--- config.mk ---
export PLATFORM = sky130hd
export DESIGN_NAME = las_top
export DESIGN_NICKNAME = d
export VERILOG_FILES = /design/src/hdl/las_pkg.sv /design/src/hdl/las_shifter.sv /design/src/hdl/las_top.sv
export VERILOG_INCLUDE_DIRS = /design/src /design/src/hdl
export SDC_FILE = /design/constraint.sdc
export NUM_CORES = 1
export LEC_CHECK = 0
export ABC_AREA = 1
export ABC_CLOCK_PERIOD_IN_PS = 6400
export BUFFER_PORTS_ARGS = -buffer_cell sky130_fd_sc_hd__buf_2
export CAP_MARGIN = 25
export CORE_ASPECT_RATIO = 0.75
export CORE_UTILIZATION = 58
export DETAILED_ROUTE_END_ITERATION = 6
export GPL_ROUTABILITY_DRIVEN = 0
export PLACE_DENSITY = 0.77
export RECOVER_POWER = 50
export SLEW_MARGIN = 30
export SYNTH_ARGS = -nofsm -noshare
export SYNTH_HDL_FRONTEND = slang
export SYNTH_SLANG_ARGS = --single-unit
--- constraint.sdc ---
create_clock -name ref_clk -period 6.4 [get_ports ref_clk]
set_clock_uncertainty 0.1 [all_clocks]
set_input_delay 0.32 -clock ref_clk [delete_from_list [all_inputs] [get_ports ref_clk]]
set_output_delay 0.32 -clock ref_clk [all_outputs]
set_load 0.01 [all_outputs]
--- src/hdl/las_params.svh ---
// constants for the link audio serial output stage
`ifndef LAS_PARAMS_SVH
`define LAS_PARAMS_SVH

// register byte addresses on the wishbone slave
`define LAS_ADDR_CTRL       8'h00
`define LAS_ADDR_STATUS     8'h04
`define LAS_ADDR_PERIOD     8'h08

// control register field positions
`define LAS_CTRL_CFG_DIS    0
`define LAS_CTRL_PLL_DIS    1
`define LAS_CTRL_OVR        7
`define LAS_CTRL_SEL_LO     4
`define LAS_CTRL_SEL_HI     6

// control reset values
`define LAS_CTRL_RESET      6'h00
`define LAS_RATIO_SHIFT_DEF 2'h1

// clock rate and bit clock limits
`define LAS_REF_CLK_HZ      10000000
`define LAS_BCLK_MIN_HZ     1000000
`define LAS_BCLK_MAX_HZ     13000000
// longest bit period in ref cycles (rounded down)
`define LAS_BCLK_MAX_CYC    (`LAS_REF_CLK_HZ / `LAS_BCLK_MIN_HZ)

// bit period thresholds in ns for the ratio code base
`define LAS_RANGE0_NS       480
`define LAS_RANGE1_NS       240
`define LAS_RANGE2_NS       120
`define LAS_REF_PERIOD_NS   100

`endif

--- src/hdl/las_pkg.sv ---
// types shared by the link audio serial output stage
package las_pkg;

  localparam int SLOT_W = 32;

  typedef enum logic { LAS_ISLAND, LAS_FRAME } las_transport_type;

  typedef struct packed {
    logic       ratio_override;
    logic [2:0] ratio_sel;
    logic       pll_disable;
    logic       cfg_disable;
  } las_ctrl_type;

  // two channels per lane, left in the upper half
  typedef struct packed {
    logic [SLOT_W-1:0] left;
    logic [SLOT_W-1:0] right;
  } las_pair_type;

  typedef struct packed {
    las_pair_type d;
    las_pair_type c;
    las_pair_type b;
    las_pair_type a;
  } las_frame_type;

  typedef struct packed {
    logic       word_select;
    logic [3:0] data;
  } las_serial_type;

endpackage

--- src/hdl/las_shifter.sv ---
// four-lane serial audio shifter, advanced on bit clock falling edges
`timescale 1ns/1ns
`default_nettype none

module las_shifter #(
  parameter int SLOT_W = 32
) (
  input  wire logic                  ref_clk,
  input  wire logic                  reset_n,
  input  wire logic                  fall_pulse,
  input  wire logic [3:0]            lane_en,
  input  wire las_pkg::las_frame_type frame,
  output logic                       frame_taken,
  output las_pkg::las_serial_type    serial
);

  localparam int CNT_W = $clog2(2 * SLOT_W);
  localparam logic [CNT_W-1:0] LAST = CNT_W'(2 * SLOT_W - 1);
  localparam logic [CNT_W-1:0] HALF = CNT_W'(SLOT_W);

  logic [3:0][2*SLOT_W-1:0] sh_q, sh_d;
  logic [CNT_W-1:0]         cnt_q, cnt_d;
  las_pkg::las_serial_type  ser_q, ser_d;
  logic                     taken_q, taken_d;
  logic [3:0][2*SLOT_W-1:0] load;

  assign load[0] = frame.a;
  assign load[1] = frame.b;
  assign load[2] = frame.c;
  assign load[3] = frame.d;

  // data lags word select by one bit so the msb follows each
  // word select change by one period
  always_comb begin
    sh_d    = sh_q;
    cnt_d   = cnt_q;
    ser_d   = ser_q;
    taken_d = 1'b0;
    if (fall_pulse) begin
      cnt_d = (cnt_q == LAST) ? '0 : cnt_q + 1'b1;
      ser_d.word_select = (cnt_d >= HALF);
      for (int i = 0; i < 4; i++) begin
        ser_d.data[i] = sh_q[i][2*SLOT_W-1] & lane_en[i];
        sh_d[i]       = {sh_q[i][2*SLOT_W-2:0], 1'b0};
      end
      if (cnt_q == LAST) begin
        sh_d    = load;
        taken_d = 1'b1;
      end
    end
  end

  // registers only
  always_ff @(posedge ref_clk or negedge reset_n) begin
    if (!reset_n) begin
      sh_q    <= '0;
      cnt_q   <= LAST;
      ser_q   <= '0;
      taken_q <= 1'b0;
    end else begin
      sh_q    <= sh_d;
      cnt_q   <= cnt_d;
      ser_q   <= ser_d;
      taken_q <= taken_d;
    end
  end

  assign serial      = ser_q;
  assign frame_taken = taken_q;

endmodule

`default_nettype wire

--- src/hdl/las_top.sv ---
// link audio serial output stage with wishbone control registers
//
// Summary of operation
// - bit clock dropped when slower than 1 MHz; the 13 MHz upper limit is not checked
// - six pins: clock, word select, four data
// - two channels per lane, split by word select
// - legacy serializer: lane A, or A+B at 18-bit
// - default transport is data-island packets
// - transport mode loaded from serializer by default
// - frame transport drives lane A only
// - four lanes only in data-island transport
// - surround needs newer serializer, legacy gets A+B at 18-bit
// - master clock at one, two or four times
// - master clock off while PLL disabled
// - master clock defaults to twice bit clock
//
// Register access over Wishbone and the register addresses were chosen for this implementation.
`timescale 1ns/1ns
`include "las_params.svh"
`default_nettype none

module las_top #(
  parameter int SLOT_W   = las_pkg::SLOT_W,
  parameter int PERIOD_W = 12
) (
  input  wire logic                   ref_clk,
  input  wire logic                   reset_n,
  // classic wishbone slave
  input  wire logic                   wb_cyc_i,
  input  wire logic                   wb_stb_i,
  input  wire logic                   wb_we_i,
  input  wire logic [7:0]             wb_adr_i,
  input  wire logic [3:0]             wb_sel_i,
  input  wire logic [31:0]            wb_dat_i,
  output logic [31:0]                 wb_dat_o,
  output logic                        wb_ack_o,
  // recovered audio from the link, same clock
  input  wire las_pkg::las_frame_type audio_frame,
  input  wire logic                   audio_valid,
  output logic                        audio_ready,
  input  wire logic                   ser_frame_transport,
  input  wire logic                   ser_legacy,
  input  wire logic                   video_18bit,
  // recovered bit clock, asynchronous to ref_clk
  input  wire logic                   link_bit_clock,
  // audio pins
  output logic                        audio_bit_clock,
  output logic                        channel_word_select,
  output logic                        audio_serial_out_a,
  output logic                        audio_serial_out_b,
  output logic                        audio_serial_out_c,
  output logic                        audio_serial_out_d,
  output logic                        audio_master_clock
);

  // decides the ratio code base from the measured bit period
  function automatic logic [2:0] range_base(input logic [PERIOD_W-1:0] p);
    logic [31:0] ns;
    ns = 32'(p) * `LAS_REF_PERIOD_NS;
    if (ns >= `LAS_RANGE0_NS)      range_base = 3'h0;
    else if (ns >= `LAS_RANGE1_NS) range_base = 3'h1;
    else if (ns >= `LAS_RANGE2_NS) range_base = 3'h2;
    else                           range_base = 3'h3;
  endfunction

  // ---------------- bit clock synchroniser and edges
  logic       bclk_s1_q, bclk_s2_q, bclk_s3_q;
  logic       rise, fall;

  // first stage feeds only the second
  always_ff @(posedge ref_clk or negedge reset_n) begin
    if (!reset_n) begin
      bclk_s1_q <= 1'b0;
      bclk_s2_q <= 1'b0;
      bclk_s3_q <= 1'b0;
    end else begin
      bclk_s1_q <= link_bit_clock;
      bclk_s2_q <= bclk_s1_q;
      bclk_s3_q <= bclk_s2_q;
    end
  end

  assign rise = bclk_s2_q & ~bclk_s3_q;
  assign fall = ~bclk_s2_q & bclk_s3_q;

  // ---------------- bit period measurement
  logic [PERIOD_W-1:0] per_cnt_q, per_cnt_d;
  logic [PERIOD_W-1:0] period_q, period_d;
  logic                in_range_q, in_range_d;

  // counter saturates so a stopped clock reads as too slow
  always_comb begin
    per_cnt_d  = per_cnt_q;
    period_d   = period_q;
    in_range_d = in_range_q;
    if (per_cnt_q != '1)
      per_cnt_d = per_cnt_q + 1'b1;
    if (rise) begin
      per_cnt_d  = PERIOD_W'(1);
      period_d   = per_cnt_q;
      // slower than the floor is out of range
      in_range_d = (per_cnt_q <= PERIOD_W'(`LAS_BCLK_MAX_CYC));
    end else if (per_cnt_q > PERIOD_W'(`LAS_BCLK_MAX_CYC)) begin
      in_range_d = 1'b0;
    end
  end

  always_ff @(posedge ref_clk or negedge reset_n) begin
    if (!reset_n) begin
      per_cnt_q  <= '0;
      period_q   <= '0;
      in_range_q <= 1'b0;
    end else begin
      per_cnt_q  <= per_cnt_d;
      period_q   <= period_d;
      in_range_q <= in_range_d;
    end
  end

  // ---------------- control register and wishbone slave
  las_pkg::las_ctrl_type ctrl_q, ctrl_d;
  logic [31:0]           dat_q, dat_d;
  logic                  ack_q, ack_d;
  logic                  req;
  logic [3:0]            lane_en;
  las_pkg::las_transport_type mode;

  assign req = wb_cyc_i & wb_stb_i & ~ack_q;

  // ack one cycle after the request, dropped the next cycle;
  // a write lands only at the edge that sees ack high
  always_comb begin
    ctrl_d = ctrl_q;
    dat_d  = dat_q;
    ack_d  = req;
    if (wb_cyc_i && wb_stb_i && ack_q && wb_we_i &&
        wb_adr_i == `LAS_ADDR_CTRL && wb_sel_i[0]) begin
      ctrl_d.cfg_disable    = wb_dat_i[`LAS_CTRL_CFG_DIS];
      ctrl_d.pll_disable    = wb_dat_i[`LAS_CTRL_PLL_DIS];
      ctrl_d.ratio_override = wb_dat_i[`LAS_CTRL_OVR];
      ctrl_d.ratio_sel = wb_dat_i[`LAS_CTRL_SEL_HI:`LAS_CTRL_SEL_LO];
    end
    if (req && !wb_we_i) begin
      unique case (wb_adr_i)
        `LAS_ADDR_CTRL: begin
          dat_d = '0;
          dat_d[`LAS_CTRL_CFG_DIS] = ctrl_q.cfg_disable;
          dat_d[`LAS_CTRL_PLL_DIS] = ctrl_q.pll_disable;
          dat_d[`LAS_CTRL_OVR]     = ctrl_q.ratio_override;
          dat_d[`LAS_CTRL_SEL_HI:`LAS_CTRL_SEL_LO] = ctrl_q.ratio_sel;
        end
        `LAS_ADDR_STATUS:
          dat_d = {24'h0, lane_en, 1'b0, in_range_q, ser_legacy,
                   mode == las_pkg::LAS_FRAME};
        `LAS_ADDR_PERIOD:
          dat_d = 32'(period_q);
        default:
          dat_d = '0; // unmapped reads zero, writes dropped
      endcase
    end
  end

  always_ff @(posedge ref_clk or negedge reset_n) begin
    if (!reset_n) begin
      ctrl_q <= las_pkg::las_ctrl_type'(`LAS_CTRL_RESET);
      dat_q  <= '0;
      ack_q  <= 1'b0;
    end else begin
      ctrl_q <= ctrl_d;
      dat_q  <= dat_d;
      ack_q  <= ack_d;
    end
  end

  assign wb_dat_o = dat_q;
  assign wb_ack_o = ack_q;

  // ---------------- transport and lane selection
  // serializer choice applies unless software disables it
  always_comb begin
    mode = (ser_frame_transport || ctrl_q.cfg_disable) ?
           las_pkg::LAS_FRAME : las_pkg::LAS_ISLAND;
    if (mode == las_pkg::LAS_FRAME)
      lane_en = 4'h1;
    else if (ser_legacy)
      lane_en = video_18bit ? 4'h3 : 4'h1;
    else
      lane_en = 4'hf;
  end

  // ---------------- sample holding register
  las_pkg::las_frame_type hold_q, hold_d;
  logic                   full_q, full_d;
  logic                   ready_q, ready_d;
  logic                   taken;

  // one frame held; new samples wait until the shifter takes it
  always_comb begin
    hold_d = hold_q;
    full_d = full_q & ~taken;
    if (audio_valid && !full_d) begin
      hold_d = audio_frame;
      full_d = 1'b1;
    end
    ready_d = ~full_d; // ready pin kept on its own flop
  end

  always_ff @(posedge ref_clk or negedge reset_n) begin
    if (!reset_n) begin
      hold_q  <= '0;
      full_q  <= 1'b0;
      ready_q <= 1'b1;
    end else begin
      hold_q  <= hold_d;
      full_q  <= full_d;
      ready_q <= ready_d;
    end
  end

  assign audio_ready = ready_q;

  // ---------------- serial shifter
  las_pkg::las_serial_type serial;

  las_shifter #(
    .SLOT_W      (SLOT_W)
  ) u_shifter (
    .ref_clk     (ref_clk),
    .reset_n     (reset_n),
    .fall_pulse  (fall & in_range_q),
    .lane_en     (lane_en),
    .frame       (hold_q),
    .frame_taken (taken),
    .serial      (serial)
  );

  // ---------------- master clock ratio
  logic [1:0]          shift;
  logic [2:0]          base;
  logic [PERIOD_W-1:0] half_lim;

  // code minus range base gives the ratio step
  always_comb begin
    base  = range_base(period_q);
    shift = `LAS_RATIO_SHIFT_DEF;
    if (ctrl_q.ratio_override) begin
      if (ctrl_q.ratio_sel <= base)
        shift = 2'h0;
      else if (ctrl_q.ratio_sel - base >= 3'h2)
        shift = 2'h2;
      else
        shift = 2'((ctrl_q.ratio_sel - base));
    end
    half_lim = period_q >> (shift + 2'h1);
    if (half_lim == '0)
      half_lim = PERIOD_W'(1); // limited by ref_clk resolution
  end

  logic [PERIOD_W-1:0] m_cnt_q, m_cnt_d;
  logic                mclk_q, mclk_d;

  // realigned on every bit clock rise, held low while PLL is off
  always_comb begin
    m_cnt_d = m_cnt_q + 1'b1;
    mclk_d  = mclk_q;
    if (m_cnt_d >= half_lim) begin
      m_cnt_d = '0;
      mclk_d  = ~mclk_q;
    end
    if (rise) begin
      m_cnt_d = '0;
      mclk_d  = 1'b1;
    end
    if (ctrl_q.pll_disable || !in_range_q) begin
      m_cnt_d = '0;
      mclk_d  = 1'b0;
    end
  end

  always_ff @(posedge ref_clk or negedge reset_n) begin
    if (!reset_n) begin
      m_cnt_q <= '0;
      mclk_q  <= 1'b0;
    end else begin
      m_cnt_q <= m_cnt_d;
      mclk_q  <= mclk_d;
    end
  end

  // ---------------- pin registers
  logic bclk_out_q;

  // bit clock regenerated only when within range taken
  // from the second stage so the pin falls in the cycle that data and
  // word select move, and rises with the master clock
  always_ff @(posedge ref_clk or negedge reset_n) begin
    if (!reset_n)
      bclk_out_q <= 1'b0;
    else
      bclk_out_q <= bclk_s2_q & in_range_q;
  end

  // six audio pins plus the master clock
  assign audio_bit_clock     = bclk_out_q;
  assign channel_word_select = serial.word_select;
  assign audio_serial_out_a  = serial.data[0];
  assign audio_serial_out_b  = serial.data[1];
  assign audio_serial_out_c  = serial.data[2];
  assign audio_serial_out_d  = serial.data[3];
  assign audio_master_clock  = mclk_q;

endmodule

`default_nettype wire

======== After elaboration in Yosys (flattened, before gate mapping) ========
Cells that the tools add are included.
operators by class
  add/subtract/negate cells ............... 5
  $mul .................................... 1
  divide/modulo/power cells ............... 0
  order comparisons ....................... 9
  equal/unequal tests ..................... 4
  shift operators ......................... 1
  multiplexer cells ....................... 27
  bitwise gates (word level) .............. 17
  reductions and logical operators ........ 17
operators with widths
  operator                                                                number
  256-bit 2-to-1 mux                                                      1
  12-bit 2-to-1 mux                                                       6
  12-bit one-hot mux with 3 select lines                                  1
  12-bit by 1-bit adder with 12-bit output, second input constant         2
  19-bit by 7-bit >= comparator with 1-bit output, second input constant  1
  19-bit by 8-bit >= comparator with 1-bit output, second input constant  1
  19-bit by 9-bit >= comparator with 1-bit output, second input constant  1
  12-bit by 5-bit multiplier with 17-bit output, second input constant    1
  12-bit >= comparator                                                    1
  12-bit by 4-bit > comparator with 1-bit output, second input constant   1
  12-bit by 4-bit <= comparator with 1-bit output, second input constant  1
  12-bit zero test                                                        1
  2-bit 2-to-1 mux                                                        6
  12-bit inequality test, second input constant                           1
  12-bit by 2-bit >> shifter with 12-bit output                           1
  1-bit bitwise AND                                                       11
  1-bit 2-to-1 mux                                                        10
  8-bit by 3-bit == test with 1-bit output, second input constant         1
  8-bit by 4-bit == test with 1-bit output, second input constant         1
  8-bit zero test                                                         1
  4-bit 2-to-1 mux                                                        2
  1-bit logical AND                                                       7
  6-bit by 1-bit adder with 6-bit output, second input constant           1
  6-bit == test, second input constant                                    1
  other kinds (11)                                                        20
word-level totals
  bits in registers ....................... 607
  bits in latches ......................... 0
  RAM bits ................................ 0
  bits in read-only memories .............. 0
  input port bits ......................... 310
  logic and storage cells ................. 114
  memories ................................ 0

======== Longest topological paths before layout ========
Gate-level depths: netlist of run 1.
  word-level depth ........................ 18
  depth in mapped cells ................... 47

======== Cells and area by module ========
Synthesis of run 1 repeated with hierarchy kept, for this count alone.
unflattened totals
  cells, all modules ...................... 2,640
  area, all modules ....................... 26,282.7 um^2
by module, submodules not included
  module       times used  cells each  area each (um^2)
  las_top      1           1,192       14,362.5
  las_shifter  1           1,448       11,920.2

======== Worst setup path before layout of run 1 ========
Ideal clock, no wire load.
  path type ............................... flip-flop to flip-flop
  from .................................... register period_q[6]
  to ...................................... register m_cnt_q[10]
  library setup time ...................... 0.123 ns
  arrival time ............................ 5.225 ns
  setup slack ............................. 0.953 ns
  stages on the path, launching flop included .. 44
  path buffers ............................ 2
  path through ............................ dfrtp_1 -> ha_1 -> ha_1 -> fa_1 -> ha_1 -> nand2_1 -> inv_1 -> a21oi_1 -> nand2_1 -> nand2_1 -> nand2_1 -> inv_1 -> nand3_1 -> nor2_1 -> nand2_1 -> nor2_1 -> nand2_1 -> inv_1 -> [... 8 more ...] -> buf_6 -> nand2_1 -> nand3_1 -> nand2_2 -> nand2_1 -> nor2_1 -> nand3_1 -> nand2_1 -> ha_1 -> inv_1 -> a21oi_1 -> o21ai_0 -> nand3_1 -> nand4_1 -> nor2_1 -> nand2_1 -> buf_2 -> nor2_1
on the way
  word-level cells in the longest chain between the ends .. 18
ends and longest elaborated chain
  what                                                       RTL line        text
  start, declared                                            las_top.sv:88   logic [PERIOD_W-1:0] period_q, period_d;
  start signal, assigned                                     las_top.sv:115  period_q <= period_d;
  12-bit by 5-bit multiplier with 17-bit output (no line)    --
  19-bit by 7-bit >= comparator with 1-bit output (no line)  --
  1-bit 2-to-1 mux                                           las_top.sv:62   else if (ns >= `LAS_RANGE2_NS) range_base = 3'h2;
  2-bit 2-to-1 mux                                           las_top.sv:61   else if (ns >= `LAS_RANGE1_NS) range_base = 3'h1;
  2-bit 2-to-1 mux                                           las_top.sv:60   if (ns >= `LAS_RANGE0_NS) range_base = 3'h0;
  3-bit subtractor                                           las_top.sv:252  shift = 2'((ctrl_q.ratio_sel - base));
  3-bit by 2-bit >= comparator with 1-bit output             las_top.sv:249  else if (ctrl_q.ratio_sel - base >= 3'h2)
  2-bit 2-to-1 mux                                           las_top.sv:249
  [... 3 more ...]                                           --
  12-bit by 2-bit >> shifter with 12-bit output *            las_top.sv:254  half_lim = period_q >> (shift + 2'h1);
  12-bit zero test                                           las_top.sv:255  if (half_lim == '0)
  12-bit 2-to-1 mux *                                        las_top.sv:255
  12-bit >= comparator *                                     las_top.sv:266  if (m_cnt_d >= half_lim) begin
  12-bit 2-to-1 mux *                                        las_top.sv:266
  12-bit 2-to-1 mux *                                        las_top.sv:270  if (rise) begin
  12-bit 2-to-1 mux *                                        las_top.sv:274  if (ctrl_q.pll_disable || !in_range_q) begin
  net m_cnt_d[10]                                            las_top.sv:259  logic [PERIOD_W-1:0] m_cnt_q, m_cnt_d;
  end signal, assigned                                       las_top.sv:285  m_cnt_q <= m_cnt_d;
  end, declared                                              las_top.sv:259
Mark *: on every way through the listed nets, which the timed path passes. The rest lies on a longest branch.
A chain may end at the register's enable or synchronous reset.

======== Worst setup path in the final report of run 1 ========
  from .................................... register period_q[3]
  to ...................................... register mclk_q, in the netlist audio_master_clock
on the way
  word-level cells in the longest chain between the ends .. 16
ends and longest elaborated chain
  what                                                       RTL line        text
  12-bit by 5-bit multiplier with 17-bit output (no line)    --
  19-bit by 7-bit >= comparator with 1-bit output (no line)  --
  1-bit 2-to-1 mux                                           las_top.sv:62
  2-bit 2-to-1 mux                                           las_top.sv:61
  2-bit 2-to-1 mux                                           las_top.sv:60
  3-bit subtractor                                           las_top.sv:252
  3-bit by 2-bit >= comparator with 1-bit output             las_top.sv:249
  2-bit 2-to-1 mux                                           las_top.sv:249
  2-bit 2-to-1 mux                                           las_top.sv:247  if (ctrl_q.ratio_sel <= base)
  2-bit 2-to-1 mux                                           las_top.sv:246  if (ctrl_q.ratio_override) begin
  2-bit by 1-bit adder with 2-bit output                     las_top.sv:254
  12-bit by 2-bit >> shifter with 12-bit output *            las_top.sv:254
  12-bit zero test                                           las_top.sv:255
  12-bit 2-to-1 mux *                                        las_top.sv:255
  12-bit >= comparator *                                     las_top.sv:266
  3-bit nonzero test (no line) *                             --
  end signal, assigned                                       las_top.sv:286  mclk_q <= mclk_d;
  end, declared                                              las_top.sv:260  logic mclk_q, mclk_d;
Mark *: on every way between the ends. The rest lies on a longest branch, timed or not.

==> results of run 1 <==
sequential cells by signal (all words and copies together) (netlist names), 5 cells and up:
signal	cells
wb_dat_o	12
hold_q	256
m_cnt_q	12
period_q	12
u_shifter.serial	5
ctrl_q	6
u_shifter.cnt_q	6
per_cnt_q	12
u_shifter.sh_q	256
layout by cell type (no fill, tap or decap), drive strengths merged:
| cell type | Yosys | final |
|---|---|---|
| clkbuf | 39 | 97 |
| and2 | 1 | 1 |
| dfrtp | 580 | 580 |
| o2111a | 1 | 1 |
| a21o | 1 | 1 |
| fa | 8 | 8 |
| diode | 0 | 12 |
| inv | 140 | 140 |
| dfstp | 7 | 7 |
| mux2 | 240 | 240 |
| o21bai | 3 | 3 |
| o211ai | 22 | 22 |
| conb | 2 | 21 |
| o21a | 2 | 2 |
| dlygate4sd3 | 0 | 267 |
| nor3 | 10 | 10 |
| a21oi | 48 | 48 |
| o221ai | 5 | 5 |
| bufinv | 0 | 9 |
| a221oi | 1 | 1 |
| ha | 59 | 59 |
| buf | 101 | 310 |
| nand3 | 274 | 274 |
| nand2 | 925 | 926 |
| clkinvlp | 0 | 2 |
| nor2 | 97 | 97 |
| clkinv | 0 | 12 |
| o22ai | 4 | 4 |
| nor4 | 3 | 3 |
| o211a | 1 | 1 |
| o21ai | 44 | 44 |
| xnor2 | 5 | 5 |
| nand3b | 2 | 2 |
| nand4 | 9 | 9 |
| xor2 | 9 | 9 |
how the worst min path moves through the flow:
stage	startpoint	to	slack (ns)	cells past startpoint
2_1_floorplan	reset_n	audio_bit_clock	-0.08	0
3_3_place_gp	reset_n	wb_dat_o[4]	0.23	1
3_5_place_dp	reset_n	wb_dat_o[4]	0.24	1
4_1_cts	video_18bit	u_shifter.serial[1]	0.002	3
5_1_grt	video_18bit	u_shifter.serial[1]	0.02	3
6_report	video_18bit	u_shifter.serial[1]	0.03	3
layout make-up:
type,count,area [sq um]
Timing Repair Buffer,600,4470
Clock buffer,74,1560
Tap cell,578,723
Multi-Input combinational cell,1796,10400
Antenna cell,12,30.0
Clock inverter,23,370
Sequential cell,587,14700
Fill cell,2708,10900
Inverter,140,528
power by group through the flow:
| stage | clock (mW) | combinational, mW | sequential [mW] |
|---|---|---|---|
| after floorplan | 0 | 0.819 | 4.08 |
| after global placement | 0 | 1.12 | 4.10 |
| after detailed placement | 0 | 1.19 | 4.12 |
| final | 3.50 | 1.59 | 4.06 |
| after CTS | 3.55 | 1.34 | 4.05 |
| after global routing | 3.70 | 1.74 | 4.08 |
per-layer routing:
layer	wire [microns]	vias to the layer above	track usage (%)
met5	0	-	0
met4	2550	0	11.6
met3	3900	241	4.65
met2	33900	842	49.0
met1	26500	10300	36.7
li1	-	9609	-
worst max-delay path, delay by kind of cell, from the launching register on:
kind	cells	cell delay, ns
AO/OA/AOI/OAI	2	0.20
adder cells (fa/ha/maj)	7	2.40
buffers and inverters	5	0.36
flip-flops	1	0.46
AND/OR/NAND/NOR	28	2.63
stage by stage:
step                      power (mW)  setup slack (ns)  cell area [sq um]
after detailed placement        5.31            0.0185              27700
after CTS                       8.93           0.00801              32300
final                           9.16             0.115              32800
after global routing            9.52            -0.285              32800
after floorplan                 4.90             0.953              26000
after global placement          5.23             0.213              27700
repair_timing:
item                                   in CTS  in global routing
setup endpoints to repair                   3                 13
hold buffers                              267                  0
endpoints found under the hold margin     340                  0
pin swaps                                   0                 30
setup buffers                               0                 14
cloned                                      0                  1
gates resized for setup                     1                 75
cell families after synthesis:
kind of cell    after synthesis  share of synthesized area, %
flops                       587                          56.7
buf+inv                     280                          4.86
xor+xnor                     14                         0.473
other cells                   2                        0.0290
mux                         240                          10.4
fa+ha+maj                    67                          3.46
simple gates               1321                          21.1
compound gates              132                          2.97
==> results.ini, run 1 <==
[routing]
vias=21000
antenna_left=0
drc_errors=3
viasPerCell=5.51
drt_pass1_iterations=7
drtIter0Drc=1730
drt-total-wl_mm=66.9
post_drt_wl_per_cell_microns=17.5

[clock_network]
cts_htree_levels=2
path_clk_slew_ns=0.06
clk_path_buf_depth=3
clk_latency_ns=0.59
cts-root-buf=clkbuf_16
clock-sinks=587
cts_buffers=54
cts_tree=yes

[worst_setup_path]
r2r-end=audio_master_clock
ff2ff_setup_slack_ns=0.11
cp_slowest_stage_delay_ns=0.54
startpoint_type=flip-flop
path_class=flip-flop to flip-flop
worstPathMaxFanout=8
crit_end=audio_master_clock
slowest_stage=fa_1
cp-startpoint=period_q[3]
worstPathRequired_ns=6.77
r2r-start=period_q[3]
crit_arrival_ns=6.65
worstRegToRegCells=42
critPathCaptureType=flip-flop
crit_top_cell=nand2_1

[logic_synthesis]
synth_edf_count=0
ys_seq_area_share_pct=56.7
synth_most_common_cell=nand2_1
yosysWarnings=0
yosysUniqueCellTypes=41
netlist.area_leader.share_pct=56.0
synth_area_sq_um=25900
synth-async-reset-ratio_pct=100
syn-instance-count=2643
yosys.area.top_type=dfrtp_1
ys_ff_latch=587
ys_top_cells_by_area=dfrtp_1 56%, nand2_1 13%, mux2_2 10%, nand3_1 5.2%, ha_1 2.8%
avgSynthCellArea_sq_um=9.81
synth_common_cells=908 x nand2_1, 580 x dfrtp_1, 268 x nand3_1
ys.flop_type=dfrtp_1

[floorplan]
die_area_sq_um=45600
io_pins=351
initial_utilization_pct=59.4
core_area_sq_um=43700
rows=66
die_h_microns=185
die_w_microns=246

[cells_and_area]
fin_cells=3810
synthToLayoutAreaGrowth_pct=26.3
drive_above_1_share_pct=23.0
final_nets=3556
final_util_pct=75.0

[global_routing]
overflow=0
grt_antenna_before_repair=10
grtUsageTotal_pct=28.7
grt_max_degree=196
grt_pass1_wl_mm=106
grt_pass1_vias=21200

[place]
dp_hpwl_mm=37.0
port_buffers=301
placedCellCount=3418

[timing]
slew_headroom_pct=-231
finalSetupTns_ns=0
post-route-period-util_pct=98.2
max_freq_mhz=159
finalHoldViolCount=0
setup_viol=0
period_needed_ns=6.29
worstMarginPinSlew_ns=4.96
whs_ns=0.0289
drv_slew=144

[power]
ir_drop_mv=0.230
swShare_pct=27.3
p_switching_mw=2.50
sequentialPowerShare_pct=44.3
clkPwrFrac_pct=38.3
p_leak_nw=16.6
pwr_density_cell_nw_per_um2=279
share_comb_of_total_power_pct=17.4
power.internal_mw=6.66

[job]
drv_cap=2

[worst_hold_path]
hold_class=input port to flip-flop

[status]
status=finished with violations
violations=design-rule violations, max-capacitance violations, max-slew violations

No activity file was read; power rests on OpenSTA's default activity.
==> inputs of run 2 (changes only) <==
--- a/config.mk
+++ b/config.mk
@@ -16,6 +16,7 @@
 export GPL_ROUTABILITY_DRIVEN = 0
 export PLACE_DENSITY = 0.77
 export RECOVER_POWER = 50
+export REMOVE_ABC_BUFFERS = 1
 export SLEW_MARGIN = 30
 export SYNTH_ARGS = -nofsm -noshare
 export SYNTH_HDL_FRONTEND = slang
==> results.ini, run 2 (synthesis gave the netlist of run 1 again) <==
[status]
status=finished with violations  ; unchanged
violations=max-capacitance violations, max-slew violations  ; was design-rule violations, max-capacitance violations, max-slew violations

[timing]
drv_slew=501  ; was 144
finalHoldViolCount=0  ; unchanged
worstMarginPinSlew_ns=3.05  ; was 4.96 ns
layout_setup_ws_ns=0.204  ; was 0.115 ns
setup_viol=0  ; unchanged
post-route-period-util_pct=96.8  ; was 98.2%
finalSetupTns_ns=0  ; unchanged
period_needed_ns=6.20  ; was 6.29 ns
max_freq_mhz=161  ; was 159 MHz
whs_ns=0.0590  ; was 0.0289 ns
slew_headroom_pct=-104  ; was -231%

[worst_setup_path]
crit_arrival_ns=6.60  ; was 6.65 ns
r2r-end=audio_master_clock  ; unchanged
worstPathMaxFanout=8  ; unchanged
worstRegToRegCells=38  ; was 42
ff2ff_setup_slack_ns=0.20  ; was 0.11 ns
cp_slowest_stage_delay_ns=0.52  ; was 0.54 ns
startpoint_type=flip-flop  ; unchanged
critPathCaptureType=flip-flop  ; unchanged
r2r-start=period_q[4]  ; was period_q[3]
worstPathRequired_ns=6.80  ; was 6.77 ns
path_class=flip-flop to flip-flop  ; unchanged
slowest_stage=fa_1  ; unchanged

[floorplan]
die_w_microns=246  ; unchanged
rows=66  ; unchanged
die_h_microns=185  ; unchanged
io_pins=351  ; unchanged
die_area_sq_um=45600  ; unchanged
initial_utilization_pct=59.4  ; unchanged
core_area_sq_um=43700  ; unchanged

[cells_and_area]
final_area_sq_um=33200  ; was 32,800 sq um
fin_cells=3833  ; was 3,810
final_common_cell=nand2_1  ; unchanged
final_cell_mix=887 x nand2_1, 574 x dfrtp_1, 279 x buf_2  ; was 898 x nand2_1, 574 x dfrtp_1, 279 x buf_2
fillers=2610  ; was 2,708
final_nets=3575  ; was 3,556
drive_above_1_share_pct=23.9  ; was 23.0%
reg_top3=hold_q (256), u_shifter.sh_q (256)  ; unchanged
final_util_pct=75.9  ; was 75.0%
synthToLayoutAreaGrowth_pct=27.9  ; was 26.3%

[clock_network]
clock-sinks=587  ; unchanged
cts_buffers=55  ; was 54
cts_tree=yes  ; unchanged
clk_path_buf_depth=3  ; unchanged
clk_latency_ns=0.62  ; was 0.59 ns
cts_htree_levels=2  ; unchanged
cts-root-buf=clkbuf_16  ; unchanged
path_clk_slew_ns=0.07  ; was 0.06 ns

[power]
ir_drop_mv=0.246  ; was 0.230 mV
p_total_mw=9.26  ; was 9.16 mW
p_leak_nw=16.8  ; was 16.6 nW
pwr_density_cell_nw_per_um2=279  ; about the same

[job]
drv_cap=8  ; was 2

[place]
dp_hpwl_mm=37.2  ; was 37.0 mm
placed_area_sq_um=27800  ; was 27,700 sq um
placedCellCount=3420  ; was 3,418
dpl_worst_slack_ns=-0.0174  ; was 0.0185 ns
port_buffers=301  ; unchanged

[routing]
vias=21700  ; was 21,000
viasPerCell=5.67  ; was 5.51
antenna_left=0  ; unchanged
drc_errors=0  ; was 3
drt_pass1_iterations=6  ; was 7
drt-total-wl_mm=71.7  ; was 66.9 mm
drtIter0Drc=1858  ; was 1,730
post_drt_wl_per_cell_microns=18.7  ; was 17.5 microns

[global_routing]
grtUsageTotal_pct=30.6  ; was 28.7%
grt_pass1_vias=22100  ; was 21,200
overflow=0  ; unchanged
grt_antenna_before_repair=5  ; was 10
grt_pass1_wl_mm=111  ; was 106 mm
grt_max_degree=203  ; was 196

[worst_hold_path]
whs_endpoint=wb_dat_o[6]  ; was u_shifter.serial[1]
worstHoldStart=wb_stb_i  ; was video_18bit
min_path_cells=5  ; was 3
hold_class=input port to flip-flop  ; unchanged

-- run 2: cell count changes in the layout (fill, tap and decap cells not counted), sizes merged --
cell | before | now
clkinvlp | 2 | 1
bufinv | 9 | 7
clkinv | 12 | 10
buf | 310 | 319
clkbuf | 97 | 113
diode | 12 | 11
dlygate4sd3 | 267 | 271
-- run 2: repair_timing --
item | in CTS | in global routing
hold buffers | 271 | 0
setup endpoints to repair | 2 | 13
pin swaps | 0 | 35
cloned | 0 | 1
buffers inserted | 0 | 22
hold endpoints to repair | 381 | 0
resized for setup | 1 | 97
-- run 2: routing by layer --
layer  up-vias  GRT usage, %  wire length, microns
li1       9674             -                     -
met1     10700          38.9                 27800
met2      1053          51.9                 36300
met3       280          4.94                  4560
met4         4          14.0                  3030
met5         -             0                    23
-- run 2: report_power, final --
part           internal [mW]  switching [mW]  total, mW  leakage, nW
sequential              3.92           0.152       4.07         7.83
clock                   2.14            1.51       3.65         1.01
combinational          0.645           0.896       1.54         7.95
-- run 2: critical path, delay by kind of cell, from the launching register on --
kind            cells  cell delay [ns]
compound gates      3             0.37
fa+ha+maj           7             2.16
buf+inv             9             0.74
flops               1             0.48
simple gates       19             2.22
-- run 2: how the worst max path moves through the flow --
stage	start	endpoint	slack, ns	depth (start not counted)
after global routing	period_q[4]	audio_master_clock	-0.17	44
final	period_q[4]	audio_master_clock	0.20	38
after detailed placement	period_q[5]	m_cnt_q[2]	-0.02	44
after CTS	period_q[5]	m_cnt_q[2]	0.08	44
after floorplan	bclk_s2_q	u_shifter.sh_q[127]	-6.37	5
after global placement	period_q[4]	audio_master_clock	0.25	45
-- run 2: final cells by class --
class	instances	area (sq um)	share of cell area, %
multi-input combinational	1796	10500	31.6
timing repair buffer	618	4660	14.1
tap	578	723	2.18
sequential	587	14700	44.3
antenna	11	27.5	0.0830
clock inverter	18	305	0.921
inverter	140	534	1.61
clock buffer	85	1720	5.19
==> inputs of run 3 (changes only) <==
--- a/config.mk
+++ b/config.mk
@@ -10,8 +10,10 @@
 export ABC_CLOCK_PERIOD_IN_PS = 6400
 export BUFFER_PORTS_ARGS = -buffer_cell sky130_fd_sc_hd__buf_2
 export CAP_MARGIN = 25
+export CELL_PAD_IN_SITES_DETAIL_PLACEMENT = 1
+export CELL_PAD_IN_SITES_GLOBAL_PLACEMENT = 1
 export CORE_ASPECT_RATIO = 0.75
-export CORE_UTILIZATION = 58
+export CORE_UTILIZATION = 45
 export DETAILED_ROUTE_END_ITERATION = 6
 export GPL_ROUTABILITY_DRIVEN = 0
 export PLACE_DENSITY = 0.77
==> results.ini, run 3 (synthesis gave the netlist of run 1 again) <==
[floorplan]
initial_utilization_pct=46.0  ; was 59.4%
core_area_sq_um=56400  ; was 43,700 sq um
die_area_sq_um=58600  ; was 45,600 sq um
io_pins=351  ; unchanged
die_h_microns=210  ; was 185 microns
die_w_microns=279  ; was 246 microns
rows=75  ; was 66

[routing]
wl_met3_mm=3.41  ; was 4.56 mm
antenna_left=0  ; unchanged
drtIter0Drc=1534  ; was 1,858
drt_pass1_iterations=5  ; was 6
post_drt_wl_per_cell_microns=20.8  ; was 18.7 microns
route.met2.wl_mm=44.3  ; was 36.3 mm
highest_layer=met5  ; unchanged
drc_errors=0  ; unchanged
drt-total-wl_mm=83.7  ; was 71.7 mm
vias=21400  ; was 21,700
viasPerCell=5.30  ; was 5.67
wl_met1_mm=33.1  ; was 27.8 mm

[cells_and_area]
reg_top3=hold_q (256), u_shifter.sh_q (256)  ; unchanged
register_area_sq_um=14700  ; about the same
final_util_pct=59.2  ; was 75.9%
final_cell_mix=890 x nand2_1, 575 x dfrtp_1, 300 x buf_2  ; was 887 x nand2_1, 574 x dfrtp_1, 279 x buf_2
fillers=6180  ; was 2,610
final_nets=3578  ; was 3,575
drive_above_1_share_pct=24.7  ; was 23.9%
fin_cells=4032  ; was 3,833
multiInputGateArea_sq_um=10500  ; about the same
final_area_sq_um=33400  ; was 33,200 sq um
synthToLayoutAreaGrowth_pct=28.7  ; was 27.9%
final_common_cell=nand2_1  ; unchanged

[worst_setup_path]
path_class=flip-flop to flip-flop  ; unchanged
slowest_stage=fa_1  ; unchanged
crit_top_cell=nand2_1
crit_arrival_ns=6.68  ; was 6.60 ns
startpoint_type=flip-flop  ; unchanged
worstPathRequired_ns=6.79  ; was 6.80 ns
worstRegToRegCells=43  ; was 38
critPathCaptureType=flip-flop  ; unchanged
cp_slowest_stage_delay_ns=0.50  ; was 0.52 ns
worstPathMaxFanout=7  ; was 8

[place]
port_buffers=301  ; unchanged
dpl_worst_slack_ns=-0.191  ; was -0.0174 ns
placed_area_sq_um=28100  ; was 27,800 sq um
dp_hpwl_mm=44.4  ; was 37.2 mm
placedCellCount=3619  ; was 3,420

[clock_network]
clk_path_buf_depth=3  ; unchanged
cts_buffers=58  ; was 55
clock-sinks=587  ; unchanged
path_clk_slew_ns=0.07  ; about the same
cts-root-buf=clkbuf_16  ; unchanged
cts_tree=yes  ; unchanged
clk_latency_ns=0.64  ; was 0.62 ns
cts_htree_levels=2  ; unchanged

[timing]
period_needed_ns=6.29  ; was 6.20 ns
setup_viol=0  ; unchanged
drv_slew=190  ; was 501
finalSetupTns_ns=0  ; unchanged
worstMarginPinSlew_ns=3.69  ; was 3.05 ns
post-route-period-util_pct=98.3  ; was 96.8%
layout_setup_ws_ns=0.109  ; was 0.204 ns
max_freq_mhz=159  ; was 161 MHz
rsz0062_at_grt=yes
finalHoldViolCount=0  ; unchanged
slew_headroom_pct=-146  ; was -104%

[global_routing]
overflow=0  ; unchanged
grt_pass1_wl_mm=130  ; was 111 mm
grt_pass1_vias=24100  ; was 22,100
grt_max_degree=174  ; was 203
grtUsageTotal_pct=28.1  ; was 30.6%
grt_antenna_before_repair=21  ; was 5

[power]
pwr_density_cell_nw_per_um2=282  ; was 279 nW/um^2
p_leak_nw=16.8  ; about the same
ir_drop_mv=0.240  ; was 0.246 mV

[job]
drv_cap=3  ; was 8

[status]
status=finished with violations  ; unchanged
violations=max-capacitance violations, max-slew violations  ; unchanged

[worst_hold_path]
min_path_cells=4  ; was 5
hold_class=input port to flip-flop  ; unchanged

==> run 3: cell types whose count changed in the layout (fill, tap and decap cells not counted), moves of 5 or more <==
cell,delta
clkinv_2,+6
inv_2,+6
buf_2,+21
clkbuf_1,-23
inv_1,-5
clkbuf_8,-8
diode_2,+6
buf_4,+6
==> run 3: power breakdown <==
group	total [mW]	switching [mW]	internal [mW]
Combinational	1.67	0.969	0.698
Sequential	4.08	0.159	3.92
Clock	3.65	1.59	2.06
==> run 3: worst paths after layout <==
kind	startpoint	endpoint	slack (ns)
setup / recovery	period_q[4]	audio_master_clock	0.11
min in group asynchronous	reset_n	m_cnt_q[6]	0.77
hold reg to reg	bclk_s1_q	bclk_s2_q	0.25
setup reg to reg	period_q[4]	audio_master_clock	0.11
hold / removal	ser_frame_transport	u_shifter.serial[3]	0.07
max in group asynchronous	reset_n	u_shifter.sh_q[122]	1.06
==> run 3: final cells by class <==
type                       instances  share of cell area (%)
antenna                           17                   0.128
clock buffer                      77                    4.95
clock inverter                    27                    1.01
inverter                         140                    1.58
multi-input combinational       1796                    31.4
sequential                       587                    44.1
tap                              770                    2.89
timing repair buffer             618                    14.0
==> run 3: worst max-delay path: cells and delay by family, from the launching register on <==
kind | cells | cell delay (ns)
AOI/OAI and AO/OA | 2 | 0.20
adders and majority gates | 7 | 2.12
buffers and inverters | 8 | 0.58
DFF | 1 | 0.48
and+or+nand+nor | 26 | 2.68
==> run 3: through the flow <==
stage / total power, mW / hold slack (ns)
after floorplan: 4.86 / -0.0756
after global placement: 5.25 / 0.240
after detailed placement: 5.36 / 0.236
after CTS: 9.11 / 0.0221
after global routing: 9.73 / 0.0613
final: 9.39 / 0.0690
==> run 3: metal layers <==
layer / GRT usage (%) / up-vias
met5: 0 / -
met4: 10.3 / 14
met3: 4.80 / 213
met2: 49.8 / 544
met1: 34.2 / 10900
li1: - / 9679
==> run 3: timing repair <==
action,CTS,global route
gates cloned,0,1
setup buffers,0,19
hold endpoints to repair,383,0
setup endpoints to repair,13,13
pin swaps,0,48
hold buffers,269,0
gates resized for setup,3,91
